===== config.mk =====
export PLATFORM = sky130hd
export DESIGN_NAME = uart_flags
export DESIGN_NICKNAME = d
export VERILOG_FILES = /design/src/include/uart_flags_pkg.sv /design/src/include/fifo_if.sv /design/src/core/byte_fifo.sv /design/src/core/uart_flags.sv
export SDC_FILE = /design/constraint.sdc
export NUM_CORES = 1
export LEC_CHECK = 0
export BUFFER_PORTS_ARGS = -buffer_cell sky130_fd_sc_hd__buf_4
export CORE_AREA = 2 2 104 106
export CTS_BUF_LIST = sky130_fd_sc_hd__clkbuf_16
export CTS_CLUSTER_SIZE = 14
export DETAILED_ROUTE_END_ITERATION = 8
export DIE_AREA = 0 0 106 108
export HOLD_SLACK_MARGIN = 0.05
export PLACE_DENSITY = 0.69
export SKIP_LAST_GASP = 1
export SYNTH_ARGS = -nofsm -noshare
export SYNTH_HDL_FRONTEND = slang
export SYNTH_HIERARCHICAL = 1
export SYNTH_SLANG_ARGS = --single-unit

===== constraint.sdc =====
create_clock -name clk -period 6.2 [get_ports clk]
set_input_delay 0.62 -clock clk [delete_from_list [all_inputs] [get_ports clk]]
set_output_delay 0.62 -clock clk [all_outputs]
set_load 0.02 [all_outputs]

===== src/include/uart_flags_pkg.sv =====
// constants and types shared by the uart control and status flag logic
package uart_flags_pkg;
  // register word offsets (byte addresses)
  localparam logic [11:0] serial_control_off = 12'h000;
  localparam logic [11:0] serial_data_off    = 12'h004;
  localparam logic [11:0] irq_status_off     = 12'h008;
  localparam logic [11:0] irq_enable_off     = 12'h00c;
  localparam logic [11:0] irq_clear_off      = 12'h010;
  localparam logic [11:0] fifo_status_off    = 12'h014;
  // serial control field positions
  localparam int frame_size_pos   = 7;
  localparam int reserved_pos     = 6;
  localparam int mp_filter_pos    = 5;
  localparam int rx_enable_pos    = 4;
  localparam int ninth_tx_pos     = 3;
  localparam int ninth_rx_pos     = 2;
  localparam int tx_done_pos      = 1;
  localparam int rx_avail_pos     = 0;
  // interrupt status bits
  localparam int irq_tx_pos       = 0;
  localparam int irq_rx_pos       = 1;
  localparam int irq_bits         = 2;
  // reset values
  localparam logic [7:0] control_reset = 8'h40;
  localparam logic [1:0] irq_en_reset  = 2'h0;
  // fifo defaults
  localparam int rx_depth_default = 4;
  localparam int tx_depth_default = 4;
  // frame size encodings
  typedef enum logic {frame_8bit, frame_9bit} frame_size_t;
endpackage


===== src/include/fifo_if.sv =====
// push and pop signals between the flag logic and its byte fifo
`timescale 1ns/1ns
interface fifo_if #(parameter int width = 9);
  logic             push;
  logic [width-1:0] wdata;
  logic             overwrite;
  logic             pop;
  logic [width-1:0] rdata;
  logic             empty;
  logic             full;
  modport owner (output push, wdata, overwrite, pop, input rdata, empty, full);
  modport store (input push, wdata, overwrite, pop, output rdata, empty, full);
endinterface


===== src/core/byte_fifo.sv =====
// small synchronous fifo with head output and overwrite of newest entry
`timescale 1ns/1ns
module byte_fifo #(
  parameter int width = 9,
  parameter int depth = 4
) (
  input  wire logic clk,
  input  wire logic rstn,
  fifo_if.store     port
);
  localparam int aw = $clog2(depth);
  logic [width-1:0] mem [depth];
  logic [aw-1:0]    rd_reg;
  logic [aw-1:0]    wr_reg;
  logic [aw:0]      count_reg;
  logic             do_push;
  logic             do_pop;
  logic             do_over;

  // overwrite only replaces the newest entry when full
  assign do_pop  = port.pop && count_reg != '0;
  assign do_push = port.push && (count_reg != (aw+1)'(depth) || do_pop); // pop frees a slot
  assign do_over = port.push && port.overwrite && !do_push;
  assign port.empty = count_reg == '0;
  assign port.full  = count_reg == (aw+1)'(depth);
  assign port.rdata = mem[rd_reg];

  // storage writes
  always_ff @(posedge clk)
  begin
    if (do_push)
      mem[wr_reg] <= port.wdata;
    else if (do_over)
      mem[(wr_reg == '0) ? aw'(depth - 1) : wr_reg - aw'(1)] <= port.wdata;
  end

  // pointers wrap at depth
  always_ff @(posedge clk or negedge rstn)
  begin
    if (!rstn)
    begin
      rd_reg    <= '0;
      wr_reg    <= '0;
      count_reg <= '0;
    end
    else
    begin
      if (do_push)
        wr_reg <= (wr_reg == aw'(depth - 1)) ? '0 : wr_reg + aw'(1);
      if (do_pop)
        rd_reg <= (rd_reg == aw'(depth - 1)) ? '0 : rd_reg + aw'(1);
      count_reg <= count_reg + (aw+1)'(do_push) - (aw+1)'(do_pop);
    end
  end
endmodule


===== src/core/uart_flags.sv =====
// uart control and status flags with apb register access
// Function
// - mode bit selects 8 or 9 bit frames
// - 8-bit filter: accept only stop bit one
// - 9-bit filter: accept only ninth bit one
// - receive enable gates fifo writes, resets zero
// - fifo stays readable while reception disabled
// - ninth tx bit sent only in 9-bit
// - tx done set at stop bit start
// - enabled tx done raises interrupt
// - rx available set at stop sample
// - rx available follows fifo non-empty
// - empty read returns last byte again
// - transmit starts when tx fifo nonempty
`timescale 1ns/1ns
module uart_flags
  import uart_flags_pkg::*;
#(
  parameter int rx_depth = rx_depth_default,
  parameter int tx_depth = tx_depth_default
) (
  input  wire logic        clk,
  input  wire logic        rstn,
  // apb slave
  input  wire logic        psel,
  input  wire logic        penable,
  input  wire logic        pwrite,
  input  wire logic [11:0] paddr,
  input  wire logic [31:0] pwdata,
  input  wire logic [3:0]  pstrb,
  output logic      [31:0] prdata,
  output logic             pready,
  output logic             pslverr,
  // receive frame engine side
  input  wire logic        rx_frame_valid,
  input  wire logic [7:0]  rx_frame_data,
  input  wire logic        rx_frame_bit9,
  input  wire logic        rx_frame_stop,
  // transmit frame engine side
  output logic             tx_start,
  output logic      [7:0]  tx_frame_data,
  output logic             tx_frame_bit9,
  output logic             tx_frame_9bit,
  input  wire logic        tx_frame_taken,
  input  wire logic        tx_stop_begin,
  // interrupt
  output logic             irq
);
  logic             frame_size_select;
  logic             multiproc_filter_enable;
  logic             rx_enable;
  logic             ninth_tx_bit;
  logic             ninth_rx_bit;
  logic             tx_done_flag;
  logic             rx_available_flag;
  logic [7:0]       last_rx_reg;
  logic [irq_bits-1:0] irq_status_reg;
  logic [irq_bits-1:0] irq_en_reg;
  logic             wr_en;
  logic             rd_en;
  logic             byte0_wr;
  logic             rx_accept;
  logic             rx_pop;
  logic [7:0]       control_view;
  logic [irq_bits-1:0] irq_set;

  fifo_if #(.width(9)) rxf ();
  fifo_if #(.width(9)) txf ();

  byte_fifo #(.width(9), .depth(rx_depth)) rx_store (
    .clk  (clk),
    .rstn (rstn),
    .port (rxf.store)
  );
  byte_fifo #(.width(9), .depth(tx_depth)) tx_store (
    .clk  (clk),
    .rstn (rstn),
    .port (txf.store)
  );

  // zero wait state slave; every access ends in its first access cycle
  assign pready   = 1'b1;
  assign wr_en    = psel && penable && pwrite;
  assign rd_en    = psel && penable && !pwrite;
  assign byte0_wr = wr_en && pstrb[0];
  assign pslverr  = psel && penable &&
                    !(paddr == serial_control_off || paddr == serial_data_off ||
                      paddr == irq_status_off || paddr == irq_enable_off ||
                      paddr == irq_clear_off || paddr == fifo_status_off);

  // filter in the selected frame size, then gate with receive enable
  always_comb
  begin
    if (!multiproc_filter_enable)
      rx_accept = 1'b1;
    else if (frame_size_select == frame_8bit)
      rx_accept = rx_frame_stop;
    else
      rx_accept = rx_frame_bit9;
    rx_accept = rx_accept && rx_enable && rx_frame_valid;
  end

  // ninth received bit holds stop bit in 8-bit mode
  assign rxf.push      = rx_accept;
  assign rxf.overwrite = 1'b0; // full receive fifo drops the byte
  assign rxf.wdata     = {(frame_size_select == frame_8bit) ? rx_frame_stop : rx_frame_bit9,
                          rx_frame_data};
  // pop allowed regardless of receive enable
  assign rx_pop        = rd_en && paddr == serial_data_off && !rxf.empty;
  assign rxf.pop       = rx_pop;

  // flag tracks fifo content; set lands with the push at stop sampling
  assign rx_available_flag = !rxf.empty;

  // transmit side: writes with pstrb[0] set queue, newest overwritten when full
  assign txf.push      = byte0_wr && paddr == serial_data_off;
  assign txf.overwrite = 1'b1;
  assign txf.wdata     = {ninth_tx_bit, pwdata[7:0]};
  assign txf.pop       = tx_frame_taken && !txf.empty;
  assign tx_start      = !txf.empty;
  assign tx_frame_data = txf.rdata[7:0];
  assign tx_frame_bit9 = txf.rdata[8] && frame_size_select == frame_9bit;
  assign tx_frame_9bit = frame_size_select;

  // control fields written by software
  always_ff @(posedge clk or negedge rstn)
  begin
    if (!rstn)
    begin
      frame_size_select       <= control_reset[frame_size_pos];
      multiproc_filter_enable <= control_reset[mp_filter_pos];
      rx_enable               <= control_reset[rx_enable_pos];
      ninth_tx_bit            <= control_reset[ninth_tx_pos];
    end
    else if (byte0_wr && paddr == serial_control_off)
    begin
      frame_size_select       <= pwdata[frame_size_pos];
      multiproc_filter_enable <= pwdata[mp_filter_pos];
      rx_enable               <= pwdata[rx_enable_pos];
      ninth_tx_bit            <= pwdata[ninth_tx_pos];
    end
  end

  // tx done: hardware set wins over a software clear in the same cycle
  always_ff @(posedge clk or negedge rstn)
  begin
    if (!rstn)
      tx_done_flag <= control_reset[tx_done_pos];
    else if (tx_stop_begin)
      tx_done_flag <= 1'b1;
    else if (byte0_wr && paddr == serial_control_off && !pwdata[tx_done_pos])
      tx_done_flag <= 1'b0;
  end

  // ninth rx bit and last byte follow the fifo head as it is read
  always_ff @(posedge clk or negedge rstn)
  begin
    if (!rstn)
    begin
      ninth_rx_bit <= 1'b0;
      last_rx_reg  <= 8'h00;
    end
    else if (rx_pop)
    begin
      ninth_rx_bit <= rxf.rdata[8];
      last_rx_reg  <= rxf.rdata[7:0];
    end
  end

  // sticky interrupt status; set beats clear
  assign irq_set[irq_tx_pos] = tx_stop_begin;
  assign irq_set[irq_rx_pos] = rx_accept && (!rxf.full || rx_pop);
  always_ff @(posedge clk or negedge rstn)
  begin
    if (!rstn)
      irq_status_reg <= '0;
    else if (byte0_wr && paddr == irq_clear_off)
      irq_status_reg <= (irq_status_reg & ~pwdata[irq_bits-1:0]) | irq_set;
    else
      irq_status_reg <= irq_status_reg | irq_set;
  end

  // interrupt enables
  always_ff @(posedge clk or negedge rstn)
  begin
    if (!rstn)
      irq_en_reg <= irq_en_reset;
    else if (byte0_wr && paddr == irq_enable_off)
      irq_en_reg <= pwdata[irq_bits-1:0];
  end

  // level output; also held by live flags so an unserviced flag stays visible
  always_ff @(posedge clk or negedge rstn)
  begin
    if (!rstn)
      irq <= 1'b0;
    else
      irq <= |(irq_status_reg & irq_en_reg) ||
             (irq_en_reg[irq_tx_pos] && tx_done_flag) ||
             (irq_en_reg[irq_rx_pos] && rx_available_flag);
  end

  assign control_view = {frame_size_select, control_reset[reserved_pos],
                         multiproc_filter_enable, rx_enable, ninth_tx_bit,
                         ninth_rx_bit, tx_done_flag, rx_available_flag};

  // read mux; a read of empty data returns the last byte
  always_comb
  begin
    prdata = 32'h0000_0000;
    if (rd_en)
    begin
      unique case (paddr)
        serial_control_off: prdata = {24'h00_0000, control_view};
        serial_data_off:    prdata = {24'h00_0000,
                                      rxf.empty ? last_rx_reg : rxf.rdata[7:0]};
        irq_status_off:     prdata = {30'h0000_0000, irq_status_reg};
        irq_enable_off:     prdata = {30'h0000_0000, irq_en_reg};
        fifo_status_off:    prdata = {28'h000_0000, txf.full, txf.empty,
                                      rxf.full, rxf.empty};
        default:            prdata = 32'h0000_0000;
      endcase
    end
  end
endmodule


==> metrics.sh <==
CORE_UM2=10230
ANTENNA_FOUND_INITIAL=0
CTSHTREEMAXLEVEL=3
POST_CTS_HOLD_BUFFER_COUNT=0
SETUP_VIOL=0
DIE-AREA_UM2=11450
SYNTH_EDF_COUNT=72
NUMBER_OF_UNIQUE_STANDARD_CELL_TYPES_USED_BY_SYNTHESIS=49
SYNTH_TOP_AREA_SHARE_PCT=43.22
AREAGROWTHSYNTHTOFINISH_PCT=15.58
YS_SEQ_AREA_SHARE_PCT=59.73
TIMING.MAX_CAP.VIOLATIONS=0
IR_WORST_VDD_uV=179.6
WORSTHOLDPATHTYPE='input pin to async pin'
DETAILROUTE.WIRELENGTH.MET3_UM=407
GRT_START_MAX_NET_PINS=34
PLACEDINSTANCEAREA_UM2=5495
INITIAL_UTILIZATION_PCT=48.89
PORT_BUFFERS=59
PLACED_CELLS_INCL_TAPS=526
POST_LAYOUT_NONFILLER_INSTANCES=542
NETLIST_INSTANCES=337
TIMING.FINAL.MAX_SLEW_VIOLATIONS=0
ANTENNA_CELLS=0
DIE_W_UM=106
FIRSTDRTPASSITERS=4
RESULT_OF_THE_RUN='finished, final reports clean'
INSERTION_DELAY_NS=0.34
FIN_SETUP_TNS_NS=0
CLOCKBUFFERDEPTH=2
POST_CTS_RESIZE_COUNT=0
WORST-R2R-CELL-COUNT=5
WL_MET2_MM=4.759
YOSYS_MOST_USED_DFF='sky130_fd_sc_hd__edfxtp_1'
ASYNC_FLOP_SHARE_PCT=31.43
CRITPATHCAPTURETYPE='register'
TOTALWIRELENGTH_MM=9.030
YS_TOP_CELLS_BY_AREA='sky130_fd_sc_hd__edfxtp_1 43%, sky130_fd_sc_hd__dfrtp_1 17%, sky130_fd_sc_hd__mux4_2 8.6%, sky130_fd_sc_hd__mux2_2 5.4%, sky130_fd_sc_hd__buf_4 3.8%'
TOP_LEVEL_PORTS=112
DRC_ERRORS=0
CLOCK_SKEW_NS=0.006399
TRACK_USAGE_PCT=16.81
YOSYSWARNINGCOUNT=6
MAX_FREQ_MHz=284.9
CELL_AT_THE_ROOT_OF_THE_CLOCK_TREE='sky130_fd_sc_hd__clkbuf_16'
NUMCLOCKSINKS=105
TRITONCTS='done'
FIN_CRIT_NS=3.510
GLOBAL_ROUTE_WIRE_LENGTH_BEFORE_REPAIR_MM=14.74
VIA_CELL_RATIO=5.387
FINALINSTANCEAREA_UM2=5782
CP_DATA_ARRIVAL_TIME_NS=3.47
NETS=477
PERIOD_SHARE_PCT=56.62
SYNTH_SEQ_CELLS=105
MAXUSEDROUTINGLAYER='met4'
START_KIND='register'
POST_SYNTH_MOST_FREQUENT_CELLS='72 x sky130_fd_sc_hd__edfxtp_1, 33 x sky130_fd_sc_hd__dfrtp_1, 25 x sky130_fd_sc_hd__buf_4'
DETAILROUTE.VIA_COUNT=2920
CRITICALPATHCATEGORY='register to register'
DETAIL_ROUTE.WIRELENGTH.MET1_MM=3.808
CTS.REPAIR_TIMING.SETUP_BUFFER_COUNT=0
SYNTH.AVG_CELL_AREA_UM2=14.84
FINAL-HOLD-VIOLATION-COUNT=0
MAXSLEWHEADROOM_PCT=28.88
DRT_ANTENNA_NET_COUNT=0
DIE_Y_UM=108
PLACE.GP.CONGESTION=0.8524
DETAIL_ROUTE.ITER0.VIOLATIONS=100
FIRST_GLOBAL_VIAS=2900
CELLPOWERDENSITY_nW_PER_UM2=283.1
WORST-SLEW-PIN-TRANSITION_NS=1.067
CRITICAL_PATH_REQUIRED_NS=6.16
POST-SYNTH-TOP-AREA-CELL='sky130_fd_sc_hd__edfxtp_1'
DP.FINAL_HPWL_MM=6.365
P_TOTAL_W=0.001637
CTS_BUFFERS=9
NETLIST_AREA_UM2=5002
ROUTEDWLPERCELL_UM=16.66
YOSYS.CELL_COUNT.TOP_TYPE='sky130_fd_sc_hd__edfxtp_1'
LKG_PWR_nW=2.201
LAYOUT-DRIVE-GT1-SHARE_PCT=32.51
FLOORPLAN.ROWS=37
CLK_TRANSITION_REPORTED_PATHS_NS=0.07
WORSTPATHMAXFANOUT=9
RSZ0062_AT_GRT='no'
GLOBAL_ROUTE.OVERFLOW_TOTAL=0
critical path: stages (launching register included):
cell and delay [ns]:
sky130_fd_sc_hd__dfrtp_1 0.44, sky130_fd_sc_hd__nor3_1 0.49, sky130_fd_sc_hd__nor2b_1 0.17, sky130_fd_sc_hd__or4b_1 0.66, sky130_fd_sc_hd__or4_1 0.55, sky130_fd_sc_hd__a21oi_1 0.82
layout by cell type, fill, tap and decap left out, types with 3 or more instances in the layout:
master                      count
sky130_fd_sc_hd__clkbuf_16      9
sky130_fd_sc_hd__a211oi_2       3
sky130_fd_sc_hd__buf_4         60
sky130_fd_sc_hd__dfrtp_1       33
sky130_fd_sc_hd__and2_1         5
sky130_fd_sc_hd__mux2_2        24
sky130_fd_sc_hd__edfxtp_1      72
sky130_fd_sc_hd__o21ai_0        6
sky130_fd_sc_hd__nand3_1        5
sky130_fd_sc_hd__nor3_1         8
sky130_fd_sc_hd__a21o_1         4
sky130_fd_sc_hd__o211ai_1       9
sky130_fd_sc_hd__nand4_1        5
sky130_fd_sc_hd__nand2_1       16
sky130_fd_sc_hd__or4_1          3
sky130_fd_sc_hd__inv_1         10
sky130_fd_sc_hd__mux4_2        19
sky130_fd_sc_hd__nor2b_1        4
sky130_fd_sc_hd__mux2i_1        6
sky130_fd_sc_hd__conb_1        31
sky130_fd_sc_hd__nor2_1        12
sky130_fd_sc_hd__xnor2_1        4
sky130_fd_sc_hd__a21oi_1       11
sky130_fd_sc_hd__nor3b_1        3
sky130_fd_sc_hd__ha_1           8
layer usage:
metal  up-vias  GRT usage [%]
met1      1463          20.92
met4         0          5.075
met2        78          30.14
met5         -              0
li1       1372              -
met3         7          3.074
final timing paths:
path / start / to / slack (ns)
max: tx_store/count_reg[1] / tx_store/mem[3][5] / 2.69
min: rstn / irq / 0.21
max reg2reg: tx_store/count_reg[1] / tx_store/mem[3][5] / 2.69
min reg2reg: last_rx_reg[1] / last_rx_reg[1] / 0.51
max in group asynchronous: rstn / tx_frame_9bit / 5.65
min in group clk: rx_frame_data[4] / rx_store/mem[1][4] / 0.47
cell families (layout without fill, tap and decap cells):
family	after synthesis	in the layout	share of synthesized area [%]
adders and majority gates	10	10	2.802
DFF	105	105	59.73
other	2	31	0.1501
xor gates and xnor gates	4	4	0.7003
and+or+nand+nor	80	80	10.26
buffers and inverters	46	86	5.477
muxes	49	49	15.16
AOI/OAI and AO/OA	41	41	5.728
per-stage QoR:
step	utilization, %	hold slack [ns]	setup slack (ns)
floorplan	-	0.3244	3.287
global placement	53.71	0.4873	2.614
detailed placement	53.71	0.4937	2.508
CTS	56.51	0.2284	2.731
global route	56.51	0.2409	2.585
finish	56.51	0.2121	2.690
final cells by class:
cell class | count | area, um^2
clock buffers | 9 | 225.2
clock inverters | 7 | 61.31
fillers | 835 | 4449
inverters | 10 | 37.54
multi-input cells | 215 | 1849
flip-flops and latches | 105 | 2988
well taps | 136 | 170.2
repair buffers | 60 | 450.4
where the power goes:
group	switching, W	internal, W
Combinational	0.000134	0.000141
Sequential	0.0000491	0.000768
Clock	0.000264	0.000280
No activity file was read; power rests on OpenSTA's default activity.
